File: src/rtl/ric_cfg.svh
// Constants of the remote interface control block
`ifndef RIC_CFG_SVH
`define RIC_CFG_SVH
`define RIC_ADDR_DEFAULT   5'h16
`define RIC_ADDR_TALK_ONLY 5'h1F
`define RIC_BAUD_DEFAULT   3'h5
`define RIC_BAUD_MAX       3'h5
`define RIC_RDG_LEN        5'h0F
`define RIC_POS_SIGN       5'h00
`define RIC_POS_LEAD       5'h01
`define RIC_POS_DOT        5'h02
`define RIC_POS_EXP        5'h0B
`define RIC_POS_ESIGN      5'h0C
`define RIC_POS_EHI        5'h0D
`define RIC_POS_ELO        5'h0E
`define RIC_CODE_BAD       2'h3
`define RIC_QRY_MAX        7'h4F
`define RIC_CH_NL          8'h0A
`define RIC_CH_CR          8'h0D
`define RIC_CH_CTRLC       8'h03
`define RIC_CH_COMMA       8'h2C
`define RIC_CH_PLUS        8'h2B
`define RIC_CH_MINUS       8'h2D
`define RIC_CH_DOT         8'h2E
`define RIC_CH_E           8'h45
`define RIC_CH_L           8'h4C
`define RIC_CH_ZERO        8'h30
`define RIC_CH_ONE         8'h31
`define RIC_CH_TWO         8'h32
`define RIC_CH_THREE       8'h33
`define RIC_FIFO_DEPTH     4
`define RIC_FIFO_WIDTH     9
`endif

File: src/rtl/ric_pkg.sv
// Types of the remote interface control block
`include "ric_cfg.svh"
package ric_pkg;
    typedef enum logic {RIC_PORT_GPIB, RIC_PORT_SERIAL} ric_port_t;
    typedef enum logic [1:0] {RIC_PAR_NONE, RIC_PAR_EVEN, RIC_PAR_ODD} ric_parity_t;
    typedef enum logic [1:0] {RIC_LANG_NATIVE, RIC_LANG_COMPAT_A, RIC_LANG_COMPAT_B} ric_lang_t;
    typedef struct packed {
        logic [4:0]  addr;
        ric_port_t   portSel;
        logic [2:0]  baud;     // 0..5 = 300,600,1200,2400,4800,9600
        ric_parity_t parity;
        ric_lang_t   lang;
    } ric_cfg_t;
    typedef struct packed {
        logic       neg;
        logic [35:0] mant;     // Nine BCD digits, most significant first
        logic       expNeg;
        logic [7:0] expo;      // Two BCD digits
        logic       more;      // Another reading follows
    } ric_rdg_t;
    typedef struct packed {
        logic [7:0] data;
        logic       last;
    } ric_char_t;
endpackage : ric_pkg

File: src/rtl/ric_remote_interface_control.sv
// FIFO and top level of the remote interface control block
`timescale 1ns/1ps
`include "ric_cfg.svh"

// Small synchronous FIFO with valid/ready on both sides
module ric_fifo #(
    parameter int WIDTH = `RIC_FIFO_WIDTH,
    parameter int DEPTH = `RIC_FIFO_DEPTH
) (
    input  wire logic             clk_sys,
    input  wire logic             rst_b,
    input  wire logic             flush,
    input  wire logic             inValid,
    output logic                  inReady,
    input  wire logic [WIDTH-1:0] inData,
    output logic                  outValid,
    input  wire logic             outReady,
    output logic      [WIDTH-1:0] outData
);
    localparam int AW = $clog2(DEPTH);
    logic [WIDTH-1:0] mem [DEPTH];
    logic [AW-1:0]    wrPtr_q;
    logic [AW-1:0]    rdPtr_q;
    logic [AW:0]      count_q;
    logic             push;
    logic             pop;

    assign inReady  = (count_q != (AW+1)'(DEPTH));
    assign outValid = (count_q != '0);
    assign outData  = mem[rdPtr_q];
    assign push     = inValid & inReady;
    assign pop      = outValid & outReady;

    // Storage
    always_ff @(posedge clk_sys)
    begin
        if (push)
        begin
            mem[wrPtr_q] <= inData;
        end
    end

    // Pointers and fill count
    always_ff @(posedge clk_sys)
    begin
        if (!rst_b || flush)
        begin
            wrPtr_q <= '0;
            rdPtr_q <= '0;
            count_q <= '0;
        end
        else
        begin
            if (push)
            begin
                wrPtr_q <= (wrPtr_q == AW'(DEPTH-1)) ? '0 : wrPtr_q + 1'b1;
            end
            if (pop)
            begin
                rdPtr_q <= (rdPtr_q == AW'(DEPTH-1)) ? '0 : rdPtr_q + 1'b1;
            end
            count_q <= count_q + (AW+1)'(push) - (AW+1)'(pop);
        end
    end
endmodule : ric_fifo

module ric_remote_interface_control (
    input  wire logic              clk_sys,
    input  wire logic              rst_b,
    input  wire logic              ifReset,
    input  wire logic              cfgWr,
    input  wire ric_pkg::ric_cfg_t cfgIn,
    output ric_pkg::ric_cfg_t      cfgOut,
    output logic                   talkOnly,
    output logic                   dataBits8,
    input  wire logic              gpibRxValid,
    input  wire logic [7:0]        gpibRxData,
    input  wire logic              gpibRxEoi,
    input  wire logic              gpibDevClear,
    input  wire logic              gpibTalkAddr,
    output logic                   gpibTxValid,
    input  wire logic              gpibTxReady,
    output logic      [7:0]        gpibTxData,
    output logic                   gpibTxEoi,
    input  wire logic              serRxValid,
    input  wire logic [7:0]        serRxData,
    input  wire logic              serRemote,
    output logic                   serTxValid,
    input  wire logic              serTxReady,
    output logic      [7:0]        serTxData,
    output logic                   serDtr,
    output logic                   cmdValid,
    output ric_pkg::ric_char_t     cmdChar,
    input  wire logic              cmdReady,
    output logic                   cmdFlush,
    input  wire logic              calReq,
    output logic                   calExec,
    output logic                   calIgnored,
    output logic                   calRefused,
    output logic                   abortMeas,
    output logic                   trigIdle,
    input  wire logic              rdgValid,
    output logic                   rdgReady,
    input  wire ric_pkg::ric_rdg_t rdg,
    input  wire logic              qryValid,
    output logic                   qryReady,
    input  wire ric_pkg::ric_char_t qry
);
    import ric_pkg::*;

    typedef enum logic [1:0] {FMT_IDLE, FMT_RDG, FMT_QRY, FMT_TERM} ric_fmt_t;
    typedef enum logic [1:0] {LC_IDLE, LC_GOT_L, LC_GOT_N} ric_lc_t;

    ric_cfg_t   cfg_q;
    ric_fmt_t   fmt_q;
    ric_lc_t    lc_q;
    ric_lang_t  lcLang_q;
    logic [4:0] rdgIdx_q;
    logic [6:0] qryCnt_q;
    ric_rdg_t   rdgHold_q;
    logic       dtr_q;
    logic       devClear;
    logic       rxValid;
    logic [7:0] rxData;
    logic       rxEnd;
    logic       isTerm;
    logic       fifoInValid;
    logic       fifoInReady;
    ric_char_t  fifoIn;
    logic       fifoOutValid;
    logic       fifoOutReady;
    ric_char_t  fifoOut;
    logic       txAllowed;
    logic       txReady;

    // BCD digit to ASCII character
    function automatic logic [7:0] digitChar(input logic [3:0] d);
        digitChar = `RIC_CH_ZERO + {4'h0, d};
    endfunction : digitChar

    // Sign to ASCII character
    function automatic logic [7:0] signChar(input logic neg);
        signChar = neg ? `RIC_CH_MINUS : `RIC_CH_PLUS;
    endfunction : signChar

    // Character at a position of the fixed reading format
    function automatic logic [7:0] rdgChar(input ric_rdg_t r, input logic [4:0] idx);
        logic [3:0] mIdx;
        mIdx = 4'h0;
        rdgChar = `RIC_CH_ZERO;
        unique case (idx)
            `RIC_POS_SIGN:  rdgChar = signChar(r.neg);
            `RIC_POS_LEAD:  rdgChar = digitChar(r.mant[35:32]);
            `RIC_POS_DOT:   rdgChar = `RIC_CH_DOT;
            `RIC_POS_EXP:   rdgChar = `RIC_CH_E;
            `RIC_POS_ESIGN: rdgChar = signChar(r.expNeg);
            `RIC_POS_EHI:   rdgChar = digitChar(r.expo[7:4]);
            `RIC_POS_ELO:   rdgChar = digitChar(r.expo[3:0]);
            default:
            begin
                mIdx = 4'(idx - `RIC_POS_DOT);
                rdgChar = digitChar(r.mant[35 - 4*mIdx -: 4]);
            end
        endcase
    endfunction : rdgChar

    // Configuration outputs
    assign cfgOut    = cfg_q;
    assign talkOnly  = (cfg_q.addr == `RIC_ADDR_TALK_ONLY);
    assign dataBits8 = (cfg_q.parity == RIC_PAR_NONE);

    // Settings: factory defaults at power-up, untouched by clears and interface reset
    always_ff @(posedge clk_sys)
    begin
        if (!rst_b)
        begin
            cfg_q.addr    <= `RIC_ADDR_DEFAULT;
            cfg_q.portSel <= RIC_PORT_GPIB;
            cfg_q.baud    <= `RIC_BAUD_DEFAULT;
            cfg_q.parity  <= RIC_PAR_EVEN;
            cfg_q.lang    <= RIC_LANG_NATIVE;
        end
        else if (cfgWr)
        begin
            // Out-of-range codes keep the old value
            cfg_q.addr    <= cfgIn.addr;
            cfg_q.portSel <= cfgIn.portSel;
            if (cfgIn.baud <= `RIC_BAUD_MAX)
            begin
                cfg_q.baud <= cfgIn.baud;
            end
            if (cfgIn.parity != `RIC_CODE_BAD)
            begin
                cfg_q.parity <= cfgIn.parity;
            end
            if (cfgIn.lang != `RIC_CODE_BAD)
            begin
                cfg_q.lang <= cfgIn.lang;
            end
        end
        else if (lc_q == LC_GOT_N && rxValid && isTerm && !cmdFlush)
        begin
            cfg_q.lang <= lcLang_q;
        end
    end

    // Receive path from the selected port only
    assign rxValid  = (cfg_q.portSel == RIC_PORT_GPIB) ? gpibRxValid : serRxValid;
    assign rxData   = (cfg_q.portSel == RIC_PORT_GPIB) ? gpibRxData : serRxData;
    assign rxEnd    = (cfg_q.portSel == RIC_PORT_GPIB) & gpibRxEoi;
    assign isTerm   = (rxData == `RIC_CH_NL) | rxEnd;
    assign devClear = ((cfg_q.portSel == RIC_PORT_GPIB) & gpibDevClear)
                    | ((cfg_q.portSel == RIC_PORT_SERIAL) & serRxValid
                       & (serRxData == `RIC_CH_CTRLC));

    // Command characters to the parser; CR dropped, NL or EOI marks the end
    assign cmdValid     = rxValid & ~devClear & (rxData != `RIC_CH_CR);
    assign cmdChar.data = rxData;
    assign cmdChar.last = isTerm;

    // Clear actions; configuration and status are left alone, no self-test
    assign cmdFlush  = devClear | ifReset;
    assign abortMeas = devClear | ifReset;
    assign trigIdle  = devClear | ifReset;

    // Language command detector on the command stream
    always_ff @(posedge clk_sys)
    begin
        if (!rst_b || devClear || ifReset)
        begin
            lc_q     <= LC_IDLE;
            lcLang_q <= RIC_LANG_NATIVE;
        end
        else if (rxValid && rxData != `RIC_CH_CR)
        begin
            unique case (lc_q)
                LC_IDLE:  lc_q <= (rxData == `RIC_CH_L) ? LC_GOT_L : LC_IDLE;
                LC_GOT_L:
                begin
                    lc_q <= LC_GOT_N;
                    if (rxData == `RIC_CH_ONE)
                    begin
                        lcLang_q <= RIC_LANG_NATIVE;
                    end
                    else if (rxData == `RIC_CH_TWO)
                    begin
                        lcLang_q <= RIC_LANG_COMPAT_A;
                    end
                    else if (rxData == `RIC_CH_THREE)
                    begin
                        lcLang_q <= RIC_LANG_COMPAT_B;
                    end
                    else
                    begin
                        lc_q <= LC_IDLE;
                    end
                end
                LC_GOT_N: lc_q <= LC_IDLE;
            endcase
            if (isTerm && lc_q != LC_GOT_N)
            begin
                lc_q <= LC_IDLE;
            end
        end
    end

    // Calibration gate by language
    assign calExec    = calReq & (cfg_q.lang == RIC_LANG_NATIVE);
    assign calIgnored = calReq & (cfg_q.lang == RIC_LANG_COMPAT_A);
    assign calRefused = calReq & (cfg_q.lang == RIC_LANG_COMPAT_B);

    // DTR true after any clear or interface reset, then follows input readiness
    always_ff @(posedge clk_sys)
    begin
        if (!rst_b || devClear || ifReset)
        begin
            dtr_q <= 1'b1;
        end
        else
        begin
            dtr_q <= cmdReady;
        end
    end
    assign serDtr = dtr_q;

    // Output formatter: readings and query answers into the FIFO
    always_ff @(posedge clk_sys)
    begin
        if (!rst_b || devClear || ifReset)
        begin
            fmt_q     <= FMT_IDLE;
            rdgIdx_q  <= '0;
            qryCnt_q  <= '0;
            rdgHold_q <= '0;
        end
        else
        begin
            unique case (fmt_q)
                FMT_IDLE:
                begin
                    rdgIdx_q <= '0;
                    qryCnt_q <= '0;
                    if (rdgValid)
                    begin
                        rdgHold_q <= rdg;
                        fmt_q     <= FMT_RDG;
                    end
                    else if (qryValid)
                    begin
                        fmt_q <= FMT_QRY;
                    end
                end
                FMT_RDG:
                begin
                    if (fifoInReady)
                    begin
                        rdgIdx_q <= rdgIdx_q + 5'h01;
                        if (rdgIdx_q == `RIC_RDG_LEN)
                        begin
                            fmt_q <= FMT_IDLE;
                        end
                    end
                end
                FMT_QRY:
                begin
                    if (qryValid && fifoInReady)
                    begin
                        qryCnt_q <= qryCnt_q + 7'h01;
                        if (qry.last || qryCnt_q == `RIC_QRY_MAX - 7'h01)
                        begin
                            fmt_q <= qry.last ? FMT_IDLE : FMT_TERM;
                        end
                    end
                end
                FMT_TERM:
                begin
                    // Swallow the cut tail of an over-long answer
                    if (qryValid && qry.last)
                    begin
                        fmt_q <= FMT_IDLE;
                    end
                end
            endcase
        end
    end

    // Formatter outputs into the FIFO and back-pressure to sources
    always_comb
    begin
        fifoInValid = 1'b0;
        fifoIn      = '0;
        rdgReady    = 1'b0;
        qryReady    = 1'b0;
        unique case (fmt_q)
            FMT_IDLE: ;
            FMT_RDG:
            begin
                fifoInValid = 1'b1;
                if (rdgIdx_q == `RIC_RDG_LEN)
                begin
                    // Comma between readings, port terminator after the last
                    fifoIn.data = rdgHold_q.more ? `RIC_CH_COMMA :
                                  ((cfg_q.portSel == RIC_PORT_GPIB) ? `RIC_CH_NL : `RIC_CH_CR);
                    fifoIn.last = ~rdgHold_q.more;
                    rdgReady    = fifoInReady;
                end
                else
                begin
                    fifoIn.data = rdgChar(rdgHold_q, rdgIdx_q);
                end
            end
            FMT_QRY:
            begin
                fifoInValid = qryValid;
                qryReady    = fifoInReady;
                fifoIn.data = qry.data;
                fifoIn.last = qry.last | (qryCnt_q == `RIC_QRY_MAX - 7'h01);
            end
            FMT_TERM: qryReady = 1'b1;
        endcase
    end

    // Output buffer, emptied by any clear
    ric_fifo #(
        .WIDTH   (`RIC_FIFO_WIDTH),
        .DEPTH   (`RIC_FIFO_DEPTH)
    ) u_fifo (
        .clk_sys (clk_sys),
        .rst_b   (rst_b),
        .flush   (devClear | ifReset),
        .inValid (fifoInValid),
        .inReady (fifoInReady),
        .inData  (fifoIn),
        .outValid(fifoOutValid),
        .outReady(fifoOutReady),
        .outData (fifoOut)
    );

    // Transmit only on the selected port; talk-only needs no addressing
    assign txAllowed    = (cfg_q.portSel == RIC_PORT_GPIB) ? (gpibTalkAddr | talkOnly)
                                                           : (serRemote | talkOnly);
    assign txReady      = (cfg_q.portSel == RIC_PORT_GPIB) ? gpibTxReady : serTxReady;
    assign fifoOutReady = txAllowed & txReady;
    assign gpibTxValid  = fifoOutValid & txAllowed & (cfg_q.portSel == RIC_PORT_GPIB);
    assign serTxValid   = fifoOutValid & txAllowed & (cfg_q.portSel == RIC_PORT_SERIAL);
    assign gpibTxData   = fifoOut.data;
    assign gpibTxEoi    = fifoOut.last;
    assign serTxData    = fifoOut.data;
endmodule : ric_remote_interface_control

File: config.mk
export PLATFORM = sky130hd
export DESIGN_NAME = ric_remote_interface_control
export DESIGN_NICKNAME = d
export VERILOG_FILES = /design/src/rtl/ric_pkg.sv /design/src/rtl/ric_remote_interface_control.sv
export VERILOG_INCLUDE_DIRS = /design/src /design/src/rtl
export SDC_FILE = /design/constraint.sdc
export NUM_CORES = 1
export LEC_CHECK = 0
export ABC_CLOCK_PERIOD_IN_PS = 3900
export BUFFER_PORTS_ARGS = -buffer_cell sky130_fd_sc_hd__buf_2
export CAP_MARGIN = 20
export CORE_ASPECT_RATIO = 2
export CORE_UTILIZATION = 30
export DETAILED_ROUTE_END_ITERATION = 8
export MAX_ROUTING_LAYER = met4
export PLACE_DENSITY = 0.55
export SLEW_MARGIN = 30
export SYNTH_ARGS = -nofsm -noshare
export SYNTH_HDL_FRONTEND = slang
export SYNTH_HIERARCHICAL = 1
export SYNTH_SLANG_ARGS = --single-unit
File: constraint.sdc
create_clock -name clk_sys -period 3.9 [get_ports clk_sys]
set_clock_uncertainty 0.05 [all_clocks]
set_input_delay 0.585 -clock clk_sys [delete_from_list [all_inputs] [get_ports clk_sys]]
set_output_delay 0.585 -clock clk_sys [all_outputs]
set_load 0.01 [all_outputs]
==> results of run 1 <==
-- Yosys cell counts, types with 5 or more instances --
| cell type | count | share of area (%) |
|---|---|---|
| nand2_1 | 137 | 8.2 |
| dfxtp_1 | 88 | 28 |
| a21oi_1 | 67 | 5.3 |
| edfxtp_1 | 36 | 17 |
| nor2_1 | 33 | 2.0 |
| inv_1 | 29 | 1.7 |
| clkbuf_1 | 24 | 1.4 |
| ha_1 | 23 | 4.6 |
| o21ai_0 | 20 | 1.6 |
| mux2i_1 | 19 | 3.0 |
| mux4_2 | 16 | 5.7 |
| nand3_1 | 14 | 1.1 |
| nor3_1 | 14 | 1.1 |
| buf_4 | 11 | 1.3 |
| nor2b_1 | 9 | 0.90 |
| buf_2 | 7 | 0.56 |
| mux2_2 | 6 | 1.1 |
| nor3b_1 | 6 | 0.72 |
| o22ai_1 | 6 | 0.60 |
| a211oi_1 | 5 | 0.60 |
| and2_1 | 5 | 0.50 |
| and3_1 | 5 | 0.50 |
| nand2b_1 | 5 | 0.50 |
| xnor2_1 | 5 | 0.70 |
-- stage by stage --
stage,cells,area (µm²),setup WS [ns]
after floorplan,668,6279,0.9024
after global placement,1050,7202,1.020
after detailed placement,1050,7202,0.9236
after CTS,1082,7794,0.6057
after global routing,1083,7796,0.4145
final,1083,7796,0.6359
-- sequential cells by signal, summed over array words and instances, names as in the netlist, named ones only --
register	cells
lc_q	2
rdgHold_q	47
lcLang_q	2
rdgIdx_q	5
qryCnt_q	7
u_fifo/rdPtr_q	2
u_fifo/count_q	3
fmt_q	2
u_fifo/mem	36
u_fifo/wrPtr_q	2
cfgOut	13
serDtr	1
-- worst max-delay path: cells and delay by family (launching register included) --
| family | cells | cell delay, ns |
|---|---|---|
| and+or+nand+nor | 2 | 0.43 |
| AOI/OAI and AO/OA | 2 | 0.88 |
| buffers and inverters | 1 | 0.18 |
| DFF | 1 | 0.72 |
-- final cells by class --
class / instances / share of cell area, %
antenna: 1 / 0.03210
clock buffer: 21 / 6.211
clock inverter: 11 / 1.380
inverter: 29 / 1.396
multi-input combinational: 469 / 39.56
sequential: 124 / 36.46
tap: 266 / 4.269
timing repair buffer: 162 / 10.69
-- worst paths after layout --
| kind | depth (start not counted) | from | to |
|---|---|---|---|
| hold reg to reg | 2 | rdgHold_q[38] | rdgHold_q[38] |
| hold / removal | 2 | cmdReady | serDtr |
| setup reg to reg | 14 | fmt_q[0] | u_fifo/count_q[2] |
| setup / recovery | 5 | cfgOut[7] | cmdValid |
-- power by group through the flow --
stage          clock network, mW  logic (mW)  registers (mW)
2_1_floorplan                  0       0.157            1.39
3_3_place_gp                   0       0.277            1.39
3_5_place_dp                   0       0.277            1.39
4_1_cts                     1.59       0.278            1.36
5_1_grt                     1.65       0.302            1.36
6_report                    1.55       0.273            1.36
-- layer usage --
metal	global-route usage [%]	part of all wire (%)	up-vias
met1	15.41	38	2426
li1	-	-	2635
met4	7.704	2.0	0
met2	30.82	57	100
met3	2.480	2.6	33
met5	-	0	-
-- cells by family (layout without fill, tap and decap cells) --
| family | count (synthesis) | after routing | synth area share (%) |
|---|---|---|---|
| buffers and inverters | 75 | 223 | 5.640 |
| XOR/XNOR | 7 | 7 | 0.9765 |
| other | 0 | 1 | 0 |
| AND/OR/NAND/NOR | 260 | 260 | 19.69 |
| multiplexers | 42 | 42 | 10.08 |
| flip-flops | 124 | 124 | 45.28 |
| adder cells (fa/ha/maj) | 24 | 24 | 4.902 |
| AO/OA/AOI/OAI | 136 | 136 | 13.43 |
==> impl_metrics.tcl, run 1 <==
set metrics [dict create \
    status "complete, no violations" \
    worst_pin_slew_ns 0.8224 \
    grt_max_degree 48 \
    mostFrequentLayoutCell "buf_2" \
    power-per-cell-area_nw_per_um2 408.9 \
    endpoint_kind "primary output" \
    grt.overflow.total 0 \
    syn-cell-area_um2 6279 \
    firstDrtPassIters 5 \
    die_h_um 206.6 \
    area_delta_synth_final_pct 24.17 \
    viasPerCell 4.796 \
    min_period_over_period_pct 83.69 \
    layout_common_cells "buf_2 (153), nand2_1 (136), dfxtp_1 (88)" \
    dieWidth_um 104.3 \
    clkTransAtPathRegs_ns 0.05 \
    finalSetupTns_ns 0 \
    switching_share_pct 24.16 \
    synth-edff-count 36 \
    hold_ws_ns 0.3126 \
    cp_cell_sequence "nor3b_1 > nor2_1 > o41ai_1 > a311oi_1 > buf_2" \
    power_switching_mw 0.7702 \
    antenna_found_initial 1 \
    vias 5194 \
    cts.hold.buffers_added 0 \
    n_fill_cell 2104 \
    critPathMaxStageDelay_ns 0.77 \
    clock-root-buffer "clkbuf_16" \
    core_area_um2 20460 \
    final-max-slew-violation-count 0 \
    cp.required_ns 3.26 \
    cts-resized-gates 0 \
    p_int_mw 2.418 \
    cts_setup_buffers 0 \
    hold_path.class "in2reg" \
    drt-initial-drc-count 151 \
    initial_core_util_pct 30.68 \
    hpwlAfterDp_um 12450 \
    grt_pass1_wl_um 25880 \
    multi_input_area_um2 3084 \
    dieArea_um2 21550 \
    pin_count 154 \
    avgSynthCellArea_um2 9.399 \
    portBuffers 153 \
    power_frac_clock_pct 48.7 \
    post_drt_wl_per_cell_um 15.23 \
    clock_latency_ns 0.42 \
    grt_usage_pct 16.02 \
    vdd_drop_max_v 0.0002848 \
    synth_cells 668 \
    drc 0 \
    p_comb_share_pct 8.6 \
    synth_cell_types 69 \
    cts_tree "yes" \
    max_freq_mhz 306.4 \
    crit_fanout 17 \
    total_leakage_power_nw 3.073 \
    yosys_warnings 6 \
    drv_cap 0 \
    path_class "reg2out" \
    min_period_ns 3.264 \
    setup_violations 0 \
    pwr-share-seq_pct 42.7 \
    rsz0062_at_grt "false" \
    gp_congestion 0.8520 \
    cp_slowest_cell "o41ai_1" \
    cts_buffer_depth 2 \
    rows 74 \
    ys_seq_area_share_pct 45.28 \
    synth_fp_nets 793 \
    ys_ff_latch 124 \
    clock-sinks 124 \
    finalHoldViolations 0 \
    synth_flop_cell "dfxtp_1" \
    drive_gt1_share_pct 28.80 \
    fin_util_pct 38.10 \
    cts_max_level 4 \
    routed_wl_um 16490 \
    r2r_slack_ns 0.92 \
    synth-async-reset-ratio_pct 0 \
    fin_nets 928 \
    ant_nets 0 \
    critPathArrivalTime_ns 2.63 \
    maxSlewHeadroom_pct 44.46 \
    critPathLaunchType "register" \
    cts_buffers 17 \
    grt_pass1_vias 5145 \
    totalPowerFinal_mw 3.188 \
    regArea_um2 2843 \
]
Power figures use the tool's default switching activity.
==> inputs of run 2 (changes only) <==
ABC_CLOCK_PERIOD_IN_PS = 3000   (was 3900)
PLACE_DENSITY = 0.57   (was 0.55)
clock period = 3 ns   (was 3.9 ns; I/O delays follow)
==> impl_metrics.tcl, run 2 (synthesized netlist as in run 1, its figures left out) <==
set metrics [dict create \
    status "complete, no violations" \
    vias 5282 \
    cp_slowest_cell "ha_1" \
    grt_pass1_wl_um 26130 \
    hpwlAfterDp_um 12540 \
    critPathLaunchType "register" \
    grt.overflow.total 0 \
    totalPowerFinal_mw 4.345 \
    clock_latency_ns 0.42 \
    design_area_um2 7908 \
    mostFrequentLayoutCell "buf_2" \
    cts_tree "yes" \
    rows 74 \
    drv_cap 0 \
    total_leakage_power_nw 3.141 \
    vdd_drop_max_v 0.0003325 \
    grt_pass1_vias 5233 \
    n_fill_cell 2104 \
    clock-sinks 124 \
    finalWorstSetupSlack_ns 0.2364 \
    placedInstanceArea_um2 7254 \
    path_class "reg2reg" \
    crit_fanout 6 \
    viasPerCell 4.841 \
    ant_nets 0 \
    max_freq_mhz 361.8 \
    cts.hold.buffers_added 0 \
    final-max-slew-violation-count 0 \
    min_period_over_period_pct 92.12 \
    worst_pin_slew_ns 0.6250 \
    grt_usage_pct 15.97 \
    drc 0 \
    grt_max_degree 48 \
    cp.required_ns 3.29 \
    core_area_um2 20460 \
    power-per-cell-area_nw_per_um2 549.5 \
    clock-root-buffer "clkbuf_16" \
    hold_path.class "in2reg" \
    firstDrtPassIters 4 \
    pin_count 154 \
    min_period_ns 2.764 \
    portBuffers 153 \
    gp_congestion 0.8424 \
    dp_slack_ns 0.2042 \
    finalSetupTns_ns 0 \
    post_drt_wl_per_cell_um 14.93 \
    clkTransAtPathRegs_ns 0.06 \
    largest-register "rdgHold_q" \
    finalHoldViolations 0 \
    fin_nets 935 \
    fin_util_pct 38.65 \
    multi_input_area_um2 3087 \
    routed_wl_um 16290 \
    drive_gt1_share_pct 29.65 \
    largest_reg_flops 47 \
    die_h_um 206.6 \
    cts_buffer_depth 2 \
    cts_buffers 17 \
    critPathArrivalTime_ns 3.06 \
    critPathMaxStageDelay_ns 0.39 \
    dieWidth_um 104.3 \
    cp_cell_sequence "inv_1 > ha_1 > and2_1 > nand2_1 > nand2_2 > nand2_4 > ha_1 > inv_1 > ha_1 > inv_1 > fa_1 > xor2_1 > and2_1 > nor3_1" \
    regArea_um2 2843 \
    rsz0062_at_grt "false" \
    maxSlewHeadroom_pct 58.28 \
    layout_common_cells "buf_2 (153), nand2_1 (135), dfxtp_1 (88)" \
    setup_violations 0 \
    dieArea_um2 21550 \
    cts_max_level 4 \
    antenna_found_initial 2 \
    initial_core_util_pct 30.68 \
    drt-initial-drc-count 182 \
    endpoint_kind "register" \
    area_delta_synth_final_pct 25.95 \
]
[run 2: repair_timing]
action                     4_1_cts  5_1_grt
buffers inserted                 0        0
gates resized for setup          0        1
setup endpoints to repair        0        1
[run 2: worst paths after layout]
kind / from / to / slack (ns) / depth (start not counted)
setup / recovery: fmt_q[0] / u_fifo/count_q[2] / 0.24 / 14
hold reg to reg: rdgHold_q[28] / rdgHold_q[28] / 0.40 / 2
hold / removal: cmdReady / serDtr / 0.16 / 2
setup reg to reg: fmt_q[0] / u_fifo/count_q[2] / 0.24 / 14
[run 2: per-stage QoR]
stage / std cells / hold WS (ns)
2_1_floorplan: 668 / 0.3831
3_3_place_gp: 1057 / 0.3934
3_5_place_dp: 1057 / 0.3977
4_1_cts: 1089 / 0.1508
5_1_grt: 1091 / 0.1622
6_report: 1091 / 0.1625
[run 2: layout make-up]
class / count / area share, %
Antenna cell: 2 / 0.06329
Clock buffer: 21 / 6.250
Clock inverter: 11 / 1.915
Inverter: 29 / 1.377
Multi-Input combinational cell: 469 / 39.03
Sequential cell: 124 / 35.95
Tap cell: 266 / 4.209
Timing Repair Buffer: 169 / 11.20
[run 2: power by group]
group | internal [mW] | leakage, nW | switching (mW)
sequential | 1.75 | 1.02 | 0.0205
combinational | 0.152 | 1.81 | 0.208
clock | 1.44 | 0.318 | 0.780
total | 3.34 | 3.14 | 1.01
[run 2: layer usage]
metal  vias to the layer above  track usage (%)  part of all wire (%)
met5                         -                -                     0
met4                         0            8.367                   3.2
met3                        35            3.108                   3.4
met2                       108            29.35                    56
met1                      2488            15.83                    38
li1                       2651                -                     -
[run 2: worst max-delay path: cells and delay by family, from the launching register on]
kind | cells | cell delay, ns
adders and majority gates | 4 | 1.18
and+or+nand+nor | 6 | 0.73
DFF | 1 | 0.38
buffers and inverters | 3 | 0.19
xor gates and xnor gates | 1 | 0.16
==> inputs of run 3 (changes only) <==
SYNTH_HIERARCHICAL = default   (was 1)
==> impl_metrics.tcl, run 3 <==
set metrics [dict create \
    mostFrequentLayoutCell "buf_2" \
    core_area_um2 20830 \
    cts-resized-gates 0 \
    n_fill_cell 2211 \
    grt_pass1_wl_um 27580 \
    rows 75 \
    met2_usage_pct 33.66 \
    power-per-cell-area_nw_per_um2 532.6 \
    max_freq_mhz 358.1 \
    cts_setup_buffers 0 \
    crit_fanout 27 \
    ys_ff_latch 124 \
    ant_nets 0 \
    vias 5273 \
    finalHoldViolations 0 \
    finalWorstSetupSlack_ns 0.2077 \
    fin_nets 939 \
    critPathLaunchType "register" \
    r2r_slack_ns 0.30 \
    drc 0 \
    cts.hold.buffers_added 0 \
    path_class "reg2out" \
    drive_gt1_share_pct 29.38 \
    synth_cell_types 75 \
    grt_busiest_layer "met2" \
    synthTopCellsByArea "dfxtp_1 (28%), edfxtp_1 (17%), nand2_1 (7.6%), a21oi_1 (5.0%), mux4_2 (5.0%)" \
    firstDrtPassIters 4 \
    vdd_drop_max_v 0.0003009 \
    synth_fp_nets 802 \
    hold_path.class "in2reg" \
    pin_count 154 \
    clock_latency_ns 0.42 \
    yosys-top-cells-count "nand2_1 (129), dfxtp_1 (88), a21oi_1 (64)" \
    drt-initial-drc-count 242 \
    syn-cell-area_um2 6351 \
    dp_slack_ns 0.1066 \
    endpoint_kind "primary output" \
    hpwlAfterDp_um 13450 \
    dieArea_um2 21790 \
    grt_usage_pct 16.97 \
    portBuffers 153 \
    clock-root-buffer "clkbuf_16" \
    clkTransAtPathRegs_ns 0.06 \
    largest-register "rdgHold_q" \
    synth-async-reset-ratio_pct 0 \
    min_period_ns 2.792 \
    synth_area_leader_cell "dfxtp_1" \
    drv_cap 0 \
    use_met3_pct 2.732 \
    maxSlewHeadroom_pct 53.85 \
    place_inst 1064 \
    layout_common_cells "buf_2 (153), nand2_1 (129), dfxtp_1 (88)" \
    gr-usage-met1_pct 15.43 \
    post_drt_wl_per_cell_um 15.64 \
    setup_violations 0 \
    finalSetupTns_ns 0 \
    yosys_warnings 0 \
    cp.required_ns 2.50 \
    gp_congestion 0.8483 \
    worst_pin_slew_ns 0.6913 \
    critPathArrivalTime_ns 2.29 \
    n_antenna_cell 0 \
    ys_seq_area_share_pct 44.76 \
    dieWidth_um 104.9 \
    grt_pass1_vias 5384 \
    min_period_over_period_pct 93.08 \
    clock-sinks 124 \
    die_h_um 207.8 \
    total_leakage_power_nw 3.083 \
    antenna_found_initial 0 \
    synth_flop_cell "dfxtp_1" \
    yosys.cell_count.top_type "nand2_1" \
    routed_wl_um 17140 \
    cts_buffer_depth 2 \
    rsz0062_at_grt "false" \
    grt_max_degree 65 \
    synth-edff-count 36 \
    hold_ws_ns 0.1691 \
    largest_reg_flops 47 \
    multi_input_area_um2 3194 \
    final-max-slew-violation-count 0 \
    cts_tree "yes" \
    synth_cells 677 \
    status "complete, no violations" \
    synth_top_cell_area_share_pct 27.74 \
    area_delta_synth_final_pct 25.35 \
    regArea_um2 2843 \
    fin_cells 1096 \
    viasPerCell 4.811 \
    initial_core_util_pct 30.49 \
    cts_buffers 17 \
    cts_max_level 4 \
    avgSynthCellArea_um2 9.381 \
    grt.overflow.total 0 \
]
run 3: worst paths after layout:
kind,from,end,depth (start not counted)
max,cfgOut[7],cmdChar[0],5
min reg2reg,rdgHold_q[27],rdgHold_q[27],2
max reg2reg,rdgIdx_q[0],u_fifo.mem[2][3],7
min,cmdReady,serDtr,2
run 3: final cells by class:
class                           count  share of cell area [%]
Multi-Input combinational cell    479                   40.12
Sequential cell                   124                   35.71
Timing Repair Buffer              165                   10.95
Clock buffer                       17                   5.343
Tap cell                          269                   4.228
Clock inverter                     15                   2.373
Inverter                           27                   1.273
run 3: kinds of logic after synthesis:
kind of cell | after synthesis | share of synthesized area (%)
muxes | 40 | 9.299
buffers and inverters | 74 | 5.359
adders and majority gates | 24 | 4.846
and+or+nand+nor | 270 | 20.55
xor gates and xnor gates | 11 | 1.635
DFF | 124 | 44.76
AOI/OAI and AO/OA | 134 | 13.55
run 3: power by group:
group,switching (mW),total (mW),internal [mW]
clock,0.792,2.11,1.32
sequential,0.0219,1.77,1.75
combinational,0.207,0.360,0.153
run 3: metal layers:
| layer | vias up | routed length (µm) | share of wire, % |
|---|---|---|---|
| met2 | 114 | 10210 | 60 |
| met3 | 20 | 443 | 2.6 |
| met5 | - | 0 | 0 |
| met4 | 0 | 488 | 2.8 |
| li1 | 2659 | - | - |
| met1 | 2480 | 6004 | 35 |
run 3: critical path: stages, from the launching register on:
cell      delay (ns)
dfxtp_1         0.39
buf_6           0.27
nor4bb_2        0.38
nor2_1          0.12
o41ai_4         0.50
buf_2           0.21
run 3: through the flow:
step | util, % | instance area, µm² | power [mW]
3_3_place_gp | 35.18 | 7330 | 2.166
2_1_floorplan | - | 6359 | 2.005
4_1_cts | 38.13 | 7944 | 4.293
5_1_grt | 38.22 | 7961 | 4.416
3_5_place_dp | 35.18 | 7330 | 2.169
6_report | 38.22 | 7961 | 4.240
